### src/inc/clkgen_consts.svh
`ifndef CLKGEN_CONSTS_SVH
`define CLKGEN_CONSTS_SVH
`define OFS_CONTROL      12'h000
`define OFS_BANDWIDTH    12'h004
`define OFS_VCO_RANGE    12'h008
`define OFS_CONFIG       12'h00c
`define OFS_MONITOR      12'h010
`define CTL_INT_EN_BIT   7
`define CTL_FLAG_BIT     6
`define CTL_PLL_ON_BIT   5
`define CTL_BCS_BIT      4
`define BW_AUTO_BIT      7
`define BW_LOCK_BIT      6
`define BW_ACQ_BIT       5
`define CFG_OSC_STOP_BIT 0
`define CFG_BCE_BIT      1
`define RST_PRESCALE     2'h0
`define RST_RANGE        2'h0
`define LOCK_TICKS       8'h40
`define VCO_BASE_PERIOD  4'h8
`define BAUD_DIV         8'hff
`endif

### src/inc/clkgen_pkg.sv
package clkgen_pkg;
  typedef enum logic [0:0] {SEL_RUN = 1'b0, SEL_WAIT = 1'b1} sel_state_type;
  typedef enum logic [2:0] {
    MON_NONE    = 3'b000,
    MON_TST_BYP = 3'b001,
    MON_TST_DV4 = 3'b010,
    MON_SUPPLY  = 3'b011,
    MON_PLL     = 3'b100
  } mon_mode_type;
endpackage : clkgen_pkg

### src/hdl/pll_clock_generator.sv
// Register access over APB and the register offsets are this design's own decisions.
`timescale 1ns/100ps
`include "clkgen_consts.svh"
module pll_clock_generator
  import clkgen_pkg::*;
(
  input  wire logic        sys_clk,
  input  wire logic        rst,
  input  wire logic [11:0] paddr,
  input  wire logic        psel,
  input  wire logic        penable,
  input  wire logic        pwrite,
  input  wire logic [31:0] pwdata,
  output logic      [31:0] prdata,
  output logic             pready,
  output logic             pslverr,
  input  wire logic        stopMode,
  input  wire logic        breakActive,
  input  wire logic        oscInputPin,
  input  wire logic        monitorEntry,
  input  wire logic        testHighVoltage,
  input  wire logic        divisorStrapPin,
  input  wire logic        irqPinLow,
  input  wire logic        resetVectorErased,
  output logic             oscClockTick,
  output logic             vcoClockTick,
  output logic             dividedVcoTick,
  output logic             baseClockTick,
  output logic             busClockTick,
  output logic             baudTick,
  output logic             clockgenInterrupt
);
  // Register state
  logic          intEn_q;
  logic          flag_q;
  logic          pll_power_on_q;
  logic          bcs_q;
  logic [1:0]    prescale_q;
  logic          autoBw_q;
  logic          acqBit_q;
  logic [1:0]    range_q;
  logic          oscRunInStop_q;
  logic          breakClearEn_q;
  mon_mode_type  monMode_q;
  logic [31:0]   prdata_q;
  // Clock path state
  logic          oscPinPrev_q;
  logic [3:0]    vcoCnt_q;
  logic [2:0]    preCnt_q;
  logic [7:0]    lockCnt_q;
  logic          locked_q;
  logic          lockPrev_q;
  logic          stopPrev_q;
  logic          selVco_q;
  sel_state_type selState_q;
  logic          baseDiv_q;
  logic          busDiv_q;
  logic [7:0]    baudCnt_q;
  logic          oscTick;
  logic          vcoTick;
  logic          pclkTick;
  logic          baseTick;
  logic          busTick;
  logic          allQuiet;
  logic          pllRun;
  logic          bcsEff;
  logic          monPll;
  logic          acquiring;
  logic          acqRead;
  logic          lockRead;
  logic          apbWrite;
  logic          apbRead;
  logic          ctlRead;
  logic          wantVco;
  logic          srcTick;
  logic          newTick;
  logic [3:0]    vcoPeriod;
  logic [31:0]   readMux;
  logic          mapped;
  function automatic logic [2:0] prescale_mask(input logic [1:0] code);
    prescale_mask = 3'((4'h1 << code) - 4'h1);
  endfunction : prescale_mask
  // Bus slave, zero wait in access phase
  assign apbWrite = psel & penable & pwrite;
  assign apbRead  = psel & penable & ~pwrite;
  assign ctlRead  = apbRead & (paddr == `OFS_CONTROL);
  assign pready   = 1'b1;
  assign prdata   = prdata_q;
  assign mapped   = (paddr == `OFS_CONTROL) | (paddr == `OFS_BANDWIDTH) |
                    (paddr == `OFS_VCO_RANGE) | (paddr == `OFS_CONFIG) |
                    (paddr == `OFS_MONITOR);
  assign pslverr  = psel & penable & ~mapped;
  // Mode and lock derivations
  assign monPll    = (monMode_q == MON_PLL);
  assign allQuiet  = stopMode & ~oscRunInStop_q;
  assign pllRun    = ((pll_power_on_q & (monMode_q == MON_NONE)) | monPll) & ~stopMode;
  assign acquiring = autoBw_q ? ~locked_q : ~acqBit_q;
  assign acqRead   = ~acquiring;
  assign lockRead  = locked_q & pllRun;
  assign bcsEff    = (bcs_q | (monPll & lockRead)) & pllRun;
  always_comb
  begin
    readMux = 32'h0000_0000;
    case (paddr)
      `OFS_CONTROL:
      begin
        readMux[`CTL_INT_EN_BIT] = intEn_q;
        readMux[`CTL_FLAG_BIT]   = flag_q;
        readMux[`CTL_PLL_ON_BIT] = pll_power_on_q;
        readMux[`CTL_BCS_BIT]    = bcs_q;
        readMux[1:0]             = prescale_q;
      end
      `OFS_BANDWIDTH:
      begin
        readMux[`BW_AUTO_BIT] = autoBw_q;
        readMux[`BW_LOCK_BIT] = lockRead;
        readMux[`BW_ACQ_BIT]  = acqRead;
      end
      `OFS_VCO_RANGE: readMux[1:0] = range_q;
      `OFS_CONFIG:
      begin
        readMux[`CFG_OSC_STOP_BIT] = oscRunInStop_q;
        readMux[`CFG_BCE_BIT]      = breakClearEn_q;
      end
      `OFS_MONITOR: readMux[2:0] = monMode_q;
      default: readMux = 32'h0000_0000;
    endcase
  end
  always_ff @(posedge sys_clk)
    if (rst)
      prdata_q <= 32'h0000_0000;
    else if (psel & ~penable & ~pwrite)
      prdata_q <= readMux;
  // Software control registers
  always_ff @(posedge sys_clk)
    if (rst)
    begin
      intEn_q        <= 1'b0;
      pll_power_on_q        <= 1'b0;
      prescale_q     <= `RST_PRESCALE;
      autoBw_q       <= 1'b0;
      acqBit_q       <= 1'b0;
      range_q        <= `RST_RANGE;
      oscRunInStop_q <= 1'b0;
      breakClearEn_q <= 1'b0;
    end
    else if (apbWrite)
      case (paddr)
        `OFS_CONTROL:
        begin
          intEn_q    <= pwdata[`CTL_INT_EN_BIT];
          pll_power_on_q    <= pwdata[`CTL_PLL_ON_BIT];
          prescale_q <= pwdata[1:0];
        end
        `OFS_BANDWIDTH:
        begin
          autoBw_q <= pwdata[`BW_AUTO_BIT];
          acqBit_q <= pwdata[`BW_ACQ_BIT];
        end
        `OFS_VCO_RANGE:
          if (!pll_power_on_q)
            range_q <= pwdata[1:0];
        `OFS_CONFIG:
        begin
          oscRunInStop_q <= pwdata[`CFG_OSC_STOP_BIT];
          breakClearEn_q <= pwdata[`CFG_BCE_BIT];
        end
        default: ;
      endcase
  // Base source select, forced clear on stop entry
  always_ff @(posedge sys_clk)
    if (rst)
      bcs_q <= 1'b0;
    else if (stopMode & ~stopPrev_q)
      bcs_q <= 1'b0;
    else if (apbWrite & (paddr == `OFS_CONTROL))
      bcs_q <= pwdata[`CTL_BCS_BIT];
  // Event flag: set wins, break protects it
  always_ff @(posedge sys_clk)
    if (rst)
      flag_q <= 1'b0;
    else if (lockRead != lockPrev_q)
      flag_q <= 1'b1;
    else if (ctlRead & (~breakActive | breakClearEn_q))
      flag_q <= 1'b0;
  // Monitor entry strap capture
  always_ff @(posedge sys_clk)
    if (rst)
      monMode_q <= MON_NONE;
    else if (monitorEntry)
    begin
      if (testHighVoltage)
        monMode_q <= divisorStrapPin ? MON_TST_DV4 : MON_TST_BYP;
      else if (!resetVectorErased)
        monMode_q <= MON_NONE;
      else
        monMode_q <= irqPinLow ? MON_PLL : MON_SUPPLY;
    end
  // Oscillator edge and VCO model
  assign oscTick   = oscInputPin & ~oscPinPrev_q & ~allQuiet;
  assign vcoPeriod = `VCO_BASE_PERIOD >> range_q;
  assign vcoTick   = pllRun & (vcoCnt_q == 4'h0);
  assign pclkTick  = vcoTick & ((preCnt_q & prescale_mask(prescale_q)) == 3'h0);
  always_ff @(posedge sys_clk)
    if (rst)
    begin
      oscPinPrev_q <= 1'b0;
      stopPrev_q   <= 1'b0;
      lockPrev_q   <= 1'b0;
    end
    else
    begin
      oscPinPrev_q <= oscInputPin;
      stopPrev_q   <= stopMode;
      lockPrev_q   <= lockRead;
    end

  always_ff @(posedge sys_clk)
    if (rst | ~pllRun)
    begin
      vcoCnt_q <= 4'h0;
      preCnt_q <= 3'h0;
    end
    else
    begin
      vcoCnt_q <= (vcoCnt_q == 4'h0) ? vcoPeriod - 4'h1 : vcoCnt_q - 4'h1;
      if (vcoTick)
        preCnt_q <= preCnt_q + 3'h1;
    end
  // Lock detector
  always_ff @(posedge sys_clk)
    if (rst | ~pllRun)
    begin
      lockCnt_q <= 8'h00;
      locked_q  <= 1'b0;
    end
    else if (vcoTick & ~locked_q)
    begin
      lockCnt_q <= lockCnt_q + 8'h01;
      locked_q  <= (lockCnt_q == `LOCK_TICKS - 8'h01);
    end
  // Glitch-free base source switch
  assign wantVco = bcsEff & (monMode_q != MON_TST_BYP);
  assign srcTick = selVco_q ? pclkTick : oscTick;
  assign newTick = wantVco ? pclkTick : oscTick;

  always_ff @(posedge sys_clk)
    if (rst)
    begin
      selState_q <= SEL_RUN;
      selVco_q   <= 1'b0;
      baseDiv_q  <= 1'b0;
    end
    else
      case (selState_q)
        SEL_RUN:
          if (wantVco != selVco_q && !baseDiv_q)
            selState_q <= SEL_WAIT;
          else if (srcTick)
            baseDiv_q <= ~baseDiv_q;
        SEL_WAIT:
          if (newTick)
          begin
            selVco_q   <= wantVco;
            baseDiv_q  <= 1'b1;
            selState_q <= SEL_RUN;
          end
        default: selState_q <= SEL_RUN;
      endcase
  assign baseTick = (monMode_q == MON_TST_BYP) ? oscTick :
                    (selState_q == SEL_RUN) & srcTick & baseDiv_q;
  assign busTick  = baseTick & busDiv_q;

  always_ff @(posedge sys_clk)
    if (rst)
    begin
      busDiv_q  <= 1'b0;
      baudCnt_q <= 8'h00;
    end
    else if (baseTick)
    begin
      busDiv_q <= ~busDiv_q;
      if (busTick)
        baudCnt_q <= baudCnt_q + 8'h01;
    end
  // Registered outputs, all held low in quiet stop
  always_ff @(posedge sys_clk)
    if (rst | allQuiet)
    begin
      oscClockTick      <= 1'b0;
      vcoClockTick      <= 1'b0;
      dividedVcoTick    <= 1'b0;
      baseClockTick     <= 1'b0;
      busClockTick      <= 1'b0;
      baudTick          <= 1'b0;
      clockgenInterrupt <= 1'b0;
    end
    else
    begin
      oscClockTick      <= oscTick;
      vcoClockTick      <= vcoTick;
      dividedVcoTick    <= pclkTick;
      baseClockTick     <= baseTick;
      busClockTick      <= busTick;
      baudTick          <= busTick & (baudCnt_q == `BAUD_DIV);
      clockgenInterrupt <= flag_q & intEn_q;
    end
  // Checks
  a_acq_readback: assert property (@(posedge sys_clk) disable iff (rst)
    (psel && !penable && !pwrite && paddr == `OFS_BANDWIDTH) |=>
    prdata_q[`BW_ACQ_BIT] == !$past(acquiring)) else $error("acquire bit wrong on read");
  a_auto_tracks: assert property (@(posedge sys_clk) disable iff (rst)
    (autoBw_q && locked_q) |-> !acquiring) else $error("auto mode not tracking");
  a_lock_safe: assert property (@(posedge sys_clk) disable iff (rst)
    lockRead |-> (lockCnt_q == `LOCK_TICKS) && pllRun) else $error("lock too early");
  a_range_frozen: assert property (@(posedge sys_clk) disable iff (rst)
    (apbWrite && paddr == `OFS_VCO_RANGE && pll_power_on_q) |=> $stable(range_q))
    else $error("range changed while PLL on");
  a_stop_silent: assert property (@(posedge sys_clk) disable iff (rst)
    (stopMode && !oscRunInStop_q) |=> !oscClockTick && !baseClockTick &&
    !vcoClockTick && !clockgenInterrupt) else $error("output active in stop");
  a_stop_bcs: assert property (@(posedge sys_clk) disable iff (rst)
    $rose(stopMode) |=> !bcs_q) else $error("source select kept in stop");
  a_break_hold: assert property (@(posedge sys_clk) disable iff (rst)
    (ctlRead && breakActive && !breakClearEn_q && flag_q) |=> flag_q)
    else $error("flag lost in break");
  a_strap_ignore: assert property (@(posedge sys_clk) disable iff (rst)
    (monitorEntry && !testHighVoltage) |=> monMode_q != MON_TST_BYP &&
    monMode_q != MON_TST_DV4) else $error("strap used without test voltage");
  a_bypass_equal: assert property (@(posedge sys_clk) disable iff (rst)
    (monMode_q == MON_TST_BYP && !allQuiet) |-> baseTick == oscTick)
    else $error("bypass not equal to oscillator");
  a_switch_gap: assert property (@(posedge sys_clk) disable iff (rst)
    (selState_q == SEL_WAIT && monMode_q != MON_TST_BYP) |-> !baseTick)
    else $error("base pulse during switch");

endmodule : pll_clock_generator

### config.mk
export PLATFORM = sky130hd
export DESIGN_NAME = pll_clock_generator
export DESIGN_NICKNAME = d
export VERILOG_FILES = /design/src/inc/clkgen_pkg.sv /design/src/hdl/pll_clock_generator.sv
export VERILOG_INCLUDE_DIRS = /design/src /design/src/inc
export SDC_FILE = /design/constraint.sdc
export NUM_CORES = 1
export LEC_CHECK = 0
export BUFFER_PORTS_ARGS = -buffer_cell sky130_fd_sc_hd__buf_2
export CAP_MARGIN = 20
export CORE_MARGIN = 2
export CORE_UTILIZATION = 45
export DETAILED_ROUTE_END_ITERATION = 8
export PLACE_DENSITY = 0.81
export SLEW_MARGIN = 20
export SYNTH_ARGS = -nofsm -noshare
export SYNTH_HDL_FRONTEND = slang
export SYNTH_SLANG_ARGS = --single-unit
### constraint.sdc
create_clock -name sys_clk -period 2 [get_ports sys_clk]
set_input_delay 0 -clock sys_clk [delete_from_list [all_inputs] [get_ports sys_clk]]
set_output_delay 0 -clock sys_clk [all_outputs]
set_load 0.03 [all_outputs]
-- Word-level counts from Yosys, hierarchy flattened
Index checks and enable logic that the tools add are counted.
- $add $sub $neg: 6
- equal/unequal tests: 14
- shifts and indexed selects: 2
- muxes and demuxes: 22
- bitwise operators: 54
- reduce and logical (&&, ||, !) cells: 15
- operators by type and width (operator ; number):
    $and 1x1->1 ; 27
    $eq 12x4->1 const B ; 2
    $not 1->1 ; 17
    $add 8x1->8 const B ; 2
    $mux 1 ; 13
    $eq 12x3->1 const B ; 1
    $eq 12x5->1 const B ; 1
    $logic_not 12->1 ; 1
    $reduce_and 2->1 ; 5
    $mux 3 ; 3
    $or 1x1->1 ; 9
    $eq 8x6->1 const B ; 1
    $eq 8x8->1 const B ; 1
    $pmux 2 s4 ; 1
    $sub 4x1->4 const B ; 2
    $logic_not 3->1 ; 2
    $pmux 3 s2 ; 1
    $reduce_and 3->1 ; 2
    $logic_not 4->1 ; 1
    $mux 4 ; 1
    $ne 2x2->1 const B ; 2
    $pmux 1 s2 ; 2
    $shr 4x2->4 const A ; 1
    $add 3x1->3 const B ; 1
    other kinds (13) ; 14
- register bits: 60
- output and inout port bits: 41
- word-level logic and storage cells: 144

-- Logic depth before layout (Yosys ltp)
Gate-level depths: netlist of the first run.
- word-level depth: 13
- depth in mapped cells: 7

-- Worst setup path after synthesis of the first run
OpenSTA, ideal clock, no wires.
- kind: register to register
- from: reg vcoCnt_q[1]
- to: reg baudCnt_q[3]
- arrival: 1.908 ns
- setup slack: 0.021 ns
- cell stages (with the launch flop): 6
- buffers on the path: 0
- clock period less this slack: 1.979 ns
- path through: dfxtp_1 > or4_4 > nor3_4 > a31oi_4 > or4_1 > a21oi_1
- cells in the longest elaborated chain, start to end: 9
- RTL lines (item ; RTL line ; source):
    start: declaration ; pll_clock_generator.sv:48 ; logic [3:0] vcoCnt_q;
    start signal: assignment ; pll_clock_generator.sv:226 ; vcoCnt_q <= (vcoCnt_q == 4'h0) ? vcoPeriod - 4'h1 : vcoCnt_q - 4'h1;
    $logic_not 4->1 * ; pll_clock_generator.sv:202 ; assign vcoTick = pllRun & (vcoCnt_q == 4'h0);
    $and 1x1->1 * ; pll_clock_generator.sv:202 ;
    $and 1x1->1 * ; pll_clock_generator.sv:203 ; assign pclkTick = vcoTick & ((preCnt_q & prescale_mask(prescale_q)) == 3'h0);
    $mux 1 * ; pll_clock_generator.sv:244 ; assign srcTick = selVco_q ? pclkTick : oscTick;
    $and 1x1->1 * (2 in a row) ; pll_clock_generator.sv:271 ; (selState_q == SEL_RUN) & srcTick & baseDiv_q;
    $mux 1 * ; pll_clock_generator.sv:270 ; assign baseTick = (monMode_q == MON_TST_BYP) ? oscTick :
    $and 1x1->1 ; pll_clock_generator.sv:272 ; assign busTick = baseTick & busDiv_q;
    $reduce_and 2->1 (no line) * ; -- ;
    end signal: assignment ; pll_clock_generator.sv:284 ; baudCnt_q <= baudCnt_q + 8'h01;
    end: declaration ; pll_clock_generator.sv:58 ; logic [7:0] baudCnt_q;
Every way passes the cells marked *; elsewhere a longest branch is shown, timed or not.
A chain may end at the register's enable or synchronous reset.

-- Worst setup path after layout of the first run
- from: reg vcoCnt_q[1]
- to: reg baudCnt_q[7]
The elaborated chain is that of the path after synthesis.

==> results.toml, run 1 <==
[status]
status = "finished clean"

[timing]
finalCritPeriodShare_pct = 100
hold_violations = 0
setup_viol = 0
max_freq_mhz = 500
slew_headroom_pct = 51.4
period_minus_slack_ns = 2.00
slew_violations = 0
clock_skew_ns = 0.00983
worstMarginPinSlew_ns = 0.729
rsz0062_at_grt = "yes"

[cells_and_area]
multi_input_area_um2 = 1640
fill_cells = 533
n_antenna_cell = 0
stdcell_area_um2 = 3740
area_growth_pct = 27.0
layout-drive-gt1-share_pct = 27.1
post-route-util_pct = 58.9
finalNetCount = 481
seqCellArea_um2 = 1200

[yosys]
synth_top_area_share_pct = 40.8
synthCells = 340
synth_xor_area_share_pct = 3.87
synth_compound_area_share_pct = 13.5
synth_area_leaders = "dfxtp_1 41%, buf_4 6.6%, nor2_1 4.8%, a21oi_1 3.7%, mux2i_1 3.1%"
yosysMostFrequentCell = "dfxtp_1"
synthTopCellsByCount = "60 x dfxtp_1, 38 x nor2_1, 26 x buf_4"
ys.flop_type = "dfxtp_1"
yosysUniqueCellTypes = 52
netlist_area_um2 = 2940
ys_seq_elements = 60
synth.area.mux_share_pct = 4.21
synth_edf_count = 0
ys_warn_count = 0
synthArstFlopShare_pct = 0
ys_seq_area_share_pct = 40.8
synthAdderAreaFrac_pct = 1.70
synth_top_area_cell = "dfxtp_1"
synth-simple-area-share_pct = 26.3
synth_top_family_by_area = "simple AND/OR/NAND/NOR gates"
avgSynthCellArea_um2 = 8.66

[clock_network]
ctsRootBufferMaster = "clkbuf_8"
clkLatencyLatePin_ns = 0.34
cts-buffers-inserted = 9
clock-sinks = 60
cts_htree_levels = 3
cts_tree = "done"
cts_buffer_depth = 2
clkTransAtPathRegs_ns = 0.07

[power]
swShare_pct = 24.1
switchingPower_w = 0.000645
vdd_ir_drop_max_uv = 486
p_leak_nw = 1.46
comb_power_share_pct = 9.5
seq_power_share_pct = 45.4
power.internal_w = 0.00203
power_frac_clock_pct = 45.1
power_per_cell_area_nw_per_um2 = 715

[critical_path]
critPathBufInv = 1
start_kind = "register"
crit_arrival_ns = 2.20
worst_path_max_delay_cell = "or4_4"
cp_slowest_stage_delay_ns = 0.55
crit_fanout = 8
crit_path_end_kind = "register"
cp.required_ns = 2.20
cp_top_family = "simple AND/OR/NAND/NOR gates"
crit_path_cell_trace = "or4_4 > nor3_4 > a31oi_4 > buf_4 > o31ai_1 > a21oi_2"
path_class = "reg -> reg"

[floorplan]
fp.coreArea_um2 = 6350
start_util_pct = 46.3
chipWidth_um = 84.9
die-area_um2 = 7200
fp.dieH_um = 84.9
rows = 29
pin_count = 98

[global_routing]
grt_overflow = 0
grt_use_total_pct = 19.2
grt_pass1_vias = 2492
grt_max_degree = 38
grt_pass1_wl_um = 11000
antenna_found_initial = 0

[job]
max_cap_viol_count = 0

[route]
viasPerCell = 5.42
wl_per_cell_um = 13.8
routed_wl_um = 6940
drtAntennaViolNets = 0
num_vias = 2719
drc = 0
initialDrtViolationCount = 144
drtPass1Iterations = 4

[placement]
post_dp_cell_area_um2 = 3280
dp_hpwl_um = 4700
io_buffers = 44
gp_congestion = 0.846

[hold_path]
min_path_type = "in -> reg"
-- routing by layer --
layer	global-route usage [%]	share of wire, %
met1	21.5	40
met2	33.5	51
met3	6.42	6.1
met4	7.94	2.5
met5	0	0
-- state kept, by name (all words and copies together), names as in the netlist, 2 cells and up --
register    flops
prescale_q      2
vcoCnt_q        4
lockCnt_q       8
baudCnt_q       8
range_q         2
prdata          7
monMode_q       3
preCnt_q        3
-- cells in the final DEF, fill, tap and decap left out, types with 11 or more instances in the layout --
| cell type | n |
|---|---|
| o21ai_0 | 11 |
| a21oi_1 | 17 |
| buf_2 | 44 |
| dlygate4sd3_1 | 13 |
| dfxtp_1 | 57 |
| nor3_1 | 13 |
| nand2_1 | 23 |
| conb_1 | 26 |
| nor2_1 | 38 |
| buf_4 | 26 |
-- power by group through the flow --
stage	Combinational [W]	Clock [W]	Sequential (W)
2_1_floorplan	0.000187	0	0.00124
3_3_place_gp	0.000214	0	0.00124
3_5_place_dp	0.000219	0	0.00124
4_1_cts	0.000242	0.00122	0.00121
5_1_grt	0.000274	0.00128	0.00121
6_report	0.000254	0.00121	0.00121
-- tightest hold or removal path: cells and delay by family --
kind / cells / cell delay [ns]
compound gates: 2 / 0.21
buf+inv: 1 / 0.12
-- metrics by stage --
step           hold slack [ns]  setup TNS, ns  total power [W]  std cells  setup WS [ns]
6_report                0.0321              0          0.00267        502       0.000595
5_1_grt                 0.0529         -0.200          0.00276        502        -0.0863
4_1_cts                 0.0219              0          0.00268        501        0.00335
3_5_place_dp             0.244         -0.317          0.00146        470        -0.0848
3_3_place_gp             0.232        -0.0810          0.00145        470        -0.0260
2_1_floorplan            0.128              0          0.00143        364         0.0213
-- logic make-up after synthesis --
kind of cell | count (synthesis)
and+or+nand+nor | 142
AOI/OAI and AO/OA | 60
DFF | 60
buffers and inverters | 47
xor gates and xnor gates | 13
muxes | 12
adders and majority gates | 4
other | 2
-- layout make-up --
type | instances | share of cell area [%]
multi-input combinational | 258 | 44.0
timing repair buffer | 83 | 14.6
inverter | 8 | 0.803
clock buffer | 12 | 3.88
sequential | 60 | 32.2
tap | 77 | 2.58
clock inverter | 4 | 1.94
-- final timing paths --
path / start / end / slack (ns) / cells after the start
max reg2reg: vcoCnt_q[1] / baudCnt_q[7] / 0.0006 / 6
min: pwrite / flag_q / 0.03 / 3
min reg2reg: prdata[5] / prdata[5] / 0.45 / 2
max: vcoCnt_q[1] / baudCnt_q[7] / 0.0006 / 6
-- what timing repair did --
action,CTS,global route
pin swaps,4,10
gates cloned,1,0
gates resized for setup,2,17
setup endpoints to repair,6,11
setup buffers,1,1
hold endpoints to repair,16,0
hold buffers,13,0
(Power assumes the default switching activity.)
==> run 2: changes to the inputs <==
Settings changed: CORE_UTILIZATION 45 to 50, PLACE_DENSITY 0.81 to 0.85.
Clock period 2 ns to 2.2 ns, I/O delays scaled along.
==> results.toml, run 2 (synthesized netlist as in run 1, its figures left out) <==
[clock_network]
cts-buffers-inserted = 9
clkTransAtPathRegs_ns = 0.07
clock-sinks = 60
cts_htree_levels = 3
cts_tree = "done"
cts_buffer_depth = 2
clkLatencyLatePin_ns = 0.34
ctsRootBufferMaster = "clkbuf_8"

[cells_and_area]
post-route-util_pct = 63.5
n_antenna_cell = 0
fill_cells = 462
final_cell_mix = "60 x dfxtp_1, 44 x buf_2, 38 x nor2_1, 26 x conb_1, 23 x nand2_1"
layout-drive-gt1-share_pct = 21.5
area_growth_pct = 21.0
layout_commonest_cell = "dfxtp_1"
finalNetCount = 466

[timing]
rsz0062_at_grt = "no"
fin_setup_tns_ns = 0
worstMarginPinSlew_ns = 0.752
slew_violations = 0
finalCritPeriodShare_pct = 93.4
max_freq_mhz = 487
period_minus_slack_ns = 2.05
hold_violations = 0
slew_headroom_pct = 49.2
clock_skew_ns = 0.0110
setup_viol = 0

[placement]
io_buffers = 44
gp_congestion = 0.786
dp_hpwl_um = 4570

[floorplan]
fp.coreArea_um2 = 5610
die-area_um2 = 6510
chipWidth_um = 80.7
fp.dieH_um = 80.7
start_util_pct = 52.5
pin_count = 98
rows = 27

[global_routing]
grt_use_total_pct = 20.6
grt_max_degree = 23
grt_pass1_vias = 2394
antenna_found_initial = 0
grt_pass1_wl_um = 10300
grt_overflow = 0

[job]
max_cap_viol_count = 0

[route]
drtPass1Iterations = 4
num_vias = 2600
viasPerCell = 5.39
drc = 0
routed_wl_um = 6450
drtAntennaViolNets = 0
wl_per_cell_um = 13.4
initialDrtViolationCount = 110

[critical_path]
crit_path_cell_trace = "or4_4 > nor4_4 > nand3_1 > o31a_1 > nor2_1"
critPathBufInv = 0
cp_slowest_stage_delay_ns = 0.60
worst_path_max_delay_cell = "or4_4"
start_kind = "register"
cp.required_ns = 2.48
cp_top_family = "simple AND/OR/NAND/NOR gates"
crit_arrival_ns = 2.33
crit_path_end_kind = "register"
crit_fanout = 8
path_class = "reg -> reg"

[power]
power_per_cell_area_nw_per_um2 = 702
vdd_ir_drop_max_uv = 503
p_leak_nw = 1.38

[status]
status = "finished clean"

[hold_path]
min_path_type = "in -> reg"
[run 2: cell count changes in the layout (fill, tap and decap cells not counted), sizes merged]
| cell | delta |
|---|---|
| bufinv | +1 |
| clkinv | +1 |
| dlygate4sd3 | -1 |
| clkbuf | -3 |
| buf | -13 |
| clkinvlp | +1 |
| a31oi | -1 |
[run 2: repair_timing]
action / CTS / global route
endpoints found under the setup margin: 0 / 6
hold buffers: 12 / 0
endpoints found under the hold margin: 16 / 0
setup buffers: 0 / 2
gates resized for setup: 0 / 1
[run 2: cell type report]
type | instances | area (um2) | share of cell area (%)
Multi-Input combinational cell | 257 | 1560 | 43.9
Sequential cell | 60 | 1200 | 33.7
Timing Repair Buffer | 69 | 438 | 12.3
Clock buffer | 9 | 124 | 3.48
Clock inverter | 7 | 115 | 3.23
Tap cell | 72 | 90.1 | 2.53
Inverter | 8 | 30.0 | 0.844
[run 2: path summary, 6_finish.rpt]
| check | startpoint | end | slack (ns) | cells past startpoint |
|---|---|---|---|---|
| worst max-delay path | vcoCnt_q[1] | locked_q | 0.15 | 5 |
| worst min-delay path | testHighVoltage | monMode_q[1] | 0.02 | 3 |
| worst max register to register | vcoCnt_q[1] | locked_q | 0.15 | 5 |
| worst min register to register | prdata[5] | prdata[5] | 0.45 | 2 |
[run 2: worst reg2reg max path: stages, from the launching register on]
cell and delay (ns):
dfxtp_1 0.34, or4_4 0.60, nor4_4 0.51, nand3_1 0.20
o31a_1 0.28, nor2_1 0.07
[run 2: power by group]
group | switching, W | total (W) | internal (W)
Sequential | 0.00000686 | 0.00110 | 0.00110
Combinational | 0.000144 | 0.000214 | 0.0000692
Clock | 0.000436 | 0.00118 | 0.000747
[run 2: through the flow]
step | std cells | hold WS, ns | cell area, um2 | power, W | setup slack (ns)
floorplan | 364 | 0.128 | 3030 | 0.00130 | 0.221
global placement | 452 | 0.227 | 3180 | 0.00131 | 0.114
detailed placement | 452 | 0.262 | 3180 | 0.00132 | 0.0573
CTS | 480 | 0.00834 | 3540 | 0.00251 | 0.0414
global route | 482 | 0.0337 | 3560 | 0.00259 | 0.000588
finish | 482 | 0.0246 | 3560 | 0.00250 | 0.145
[run 2: routing by layer]
metal | global-route usage (%) | share of wire [%]
met1 | 22.9 | 41
met2 | 36.8 | 51
met3 | 3.48 | 5.6
met4 | 11.7 | 2.6
met5 | 0 | 0
==> run 3: changes to the inputs <==
Settings changed: ABC_AREA set to 1, CORE_UTILIZATION 50 to 51, PLACE_DENSITY 0.85 to 0.86.
==> results.toml, run 3 <==
[status]
status = "finished clean"

[power]
power_w = 0.00248
switchingPower_w = 0.000585
swShare_pct = 23.6
power_per_cell_area_nw_per_um2 = 698
seq_power_share_pct = 45.0
power.internal_w = 0.00189
vdd_ir_drop_max_uv = 509
power_frac_clock_pct = 46.1
comb_power_share_pct = 8.9
p_leak_nw = 1.59

[critical_path]
start_kind = "register"
crit_arrival_ns = 2.07
crit_path_end_kind = "register"
crit_fanout = 7
rrSetupSlack_ns = 0.40
path_class = "reg -> reg"
cp.required_ns = 2.47

[clock_network]
ctsRootBufferMaster = "clkbuf_8"
cts_resized = 0
post_cts_buffers = 0
cts_tree = "done"
cts_buffer_depth = 2
cts_htree_levels = 3
cts_hold_buf = 9
clkLatencyLatePin_ns = 0.34
cts-buffers-inserted = 9
clkTransAtPathRegs_ns = 0.07
clock-sinks = 60

[yosys]
synth_top_area_cell = "dfxtp_1"
ys_seq_area_share_pct = 39.6
synth_edf_count = 0
synthArstFlopShare_pct = 0
ys_warn_count = 0
synthCells = 412
avgSynthCellArea_um2 = 7.36
ys_seq_elements = 60
ys.flop_type = "dfxtp_1"
synth_area_leaders = "dfxtp_1 40%, nand2_1 7.4%, inv_1 6.6%, buf_4 6.4%, a21oi_1 6.1%"
netlist_area_um2 = 3030
synth_top_area_share_pct = 39.6
synthTopCellsByCount = "60 x dfxtp_1, 60 x nand2_1, 53 x inv_1"
yosysUniqueCellTypes = 41

[floorplan]
start_util_pct = 51.9
die-area_um2 = 6580
fp.coreArea_um2 = 5850
rows = 28
pin_count = 98
chipWidth_um = 81.1
fp.dieH_um = 81.1

[timing]
hold_slack_ns = 0.0140
fin_setup_tns_ns = 0
hold_violations = 0
period_minus_slack_ns = 1.80
max_freq_mhz = 554
rsz0062_at_grt = "no"
slew_headroom_pct = 65.7
worstMarginPinSlew_ns = 0.513
setup_viol = 0
slew_violations = 0
finalCritPeriodShare_pct = 82.0
clock_skew_ns = 0.00899

[route]
routed_wl_um = 6250
drtPass1Iterations = 4
viasPerCell = 5.07
drtAntennaViolNets = 0
initialDrtViolationCount = 198
wl_per_cell_um = 11.4
drc = 0
num_vias = 2789

[global_routing]
grt_pass1_wl_um = 10600
use_met1_pct = 24.6
grt_pass1_vias = 2532
antenna_found_initial = 0
grt_max_degree = 23
grt_use_total_pct = 20.6
grt.busiest_layer = "met2"
gr-usage-met3_pct = 3.67
grt_overflow = 0
grt.met2_usage_pct = 35.5

[cells_and_area]
n_antenna_cell = 0
final_cell_mix = "60 x nand2_1, 60 x dfxtp_1, 53 x inv_1, 44 x buf_2, 40 x nor2_1"
stdcell_area_um2 = 3550
layout-drive-gt1-share_pct = 18.5
finalNetCount = 531
area_growth_pct = 16.9

[job]
max_cap_viol_count = 0

[hold_path]
min_path_type = "in -> reg"

[placement]
io_buffers = 44
post_dp_cell_area_um2 = 3220
dp_hpwl_um = 4670
gp_congestion = 0.882
run 3: changes by cell type in the layout (fill, tap and decap cells not counted), sizes merged, moves of 7 or more:
| cell | before | now |
|---|---|---|
| a21oi | 22 | 38 |
| buf | 57 | 46 |
| inv | 8 | 59 |
| mux2i | 9 | 0 |
| nand2 | 23 | 66 |
| nand3 | 10 | 30 |
| nor2 | 38 | 45 |
| nor4 | 7 | 0 |
| o21ai | 11 | 25 |
| o31ai | 8 | 1 |
| or4 | 7 | 0 |
run 3: metal layers:
layer | part of all wire, % | up-vias
met5 | 0 | -
met1 | 43 | 1279
met3 | 5.4 | 14
met4 | 2.3 | 0
met2 | 50 | 95
li1 | - | 1401
run 3: area by class of cell:
cell class                 count  area (um2)
clock buffer                  12         165
multi-input combinational    285        1470
tap                           75        93.8
fill                         492        2300
sequential                    60        1200
inverter                      59         221
timing repair buffer          55         325
clock inverter                 4        70.1
run 3: worst paths after layout:
check,from,end,cells past startpoint
setup / recovery,vcoCnt_q[1],vcoCnt_q[2],9
hold / removal,testHighVoltage,monMode_q[1],3
setup reg to reg,vcoCnt_q[1],vcoCnt_q[2],9
hold reg to reg,acqBit_q,acqBit_q,2
run 3: worst max-delay path: stages, from the launching register on:
cell and delay [ns]:
dfxtp_1 0.31, inv_1 0.05, nand2_1 0.08, nor2_4 0.24
inv_1 0.09, o31ai_1 0.26, inv_1 0.11, ha_1 0.20
or2_2 0.29, a21oi_1 0.11
run 3: cell families (layout without fill, tap and decap cells):
family	Yosys count	after routing	synth area share [%]
AOI/OAI and AO/OA	80	80	14.6
DFF	60	60	39.6
and+or+nand+nor	167	167	26.7
other	2	26	0.248
adders and majority gates	4	4	1.65
buffers and inverters	91	130	14.9
xor gates and xnor gates	8	8	2.31
run 3: power by group through the flow:
| stage | Clock, W | Combinational (W) | Sequential, W |
|---|---|---|---|
| 2_1_floorplan | 0 | 0.000180 | 0.00114 |
| 3_3_place_gp | 0 | 0.000200 | 0.00114 |
| 3_5_place_dp | 0 | 0.000205 | 0.00114 |
| 4_1_cts | 0.00116 | 0.000218 | 0.00111 |
| 5_1_grt | 0.00121 | 0.000242 | 0.00112 |
| 6_report | 0.00114 | 0.000220 | 0.00111 |
run 3: per-stage QoR:
| step | cells | utilization [%] | setup slack (ns) |
|---|---|---|---|
| after floorplan | 436 | - | 0.562 |
| after global placement | 525 | 55.1 | 0.466 |
| after detailed placement | 525 | 55.1 | 0.417 |
| after CTS | 550 | 60.7 | 0.399 |
| after global routing | 550 | 60.7 | 0.225 |
| final | 550 | 60.7 | 0.395 |
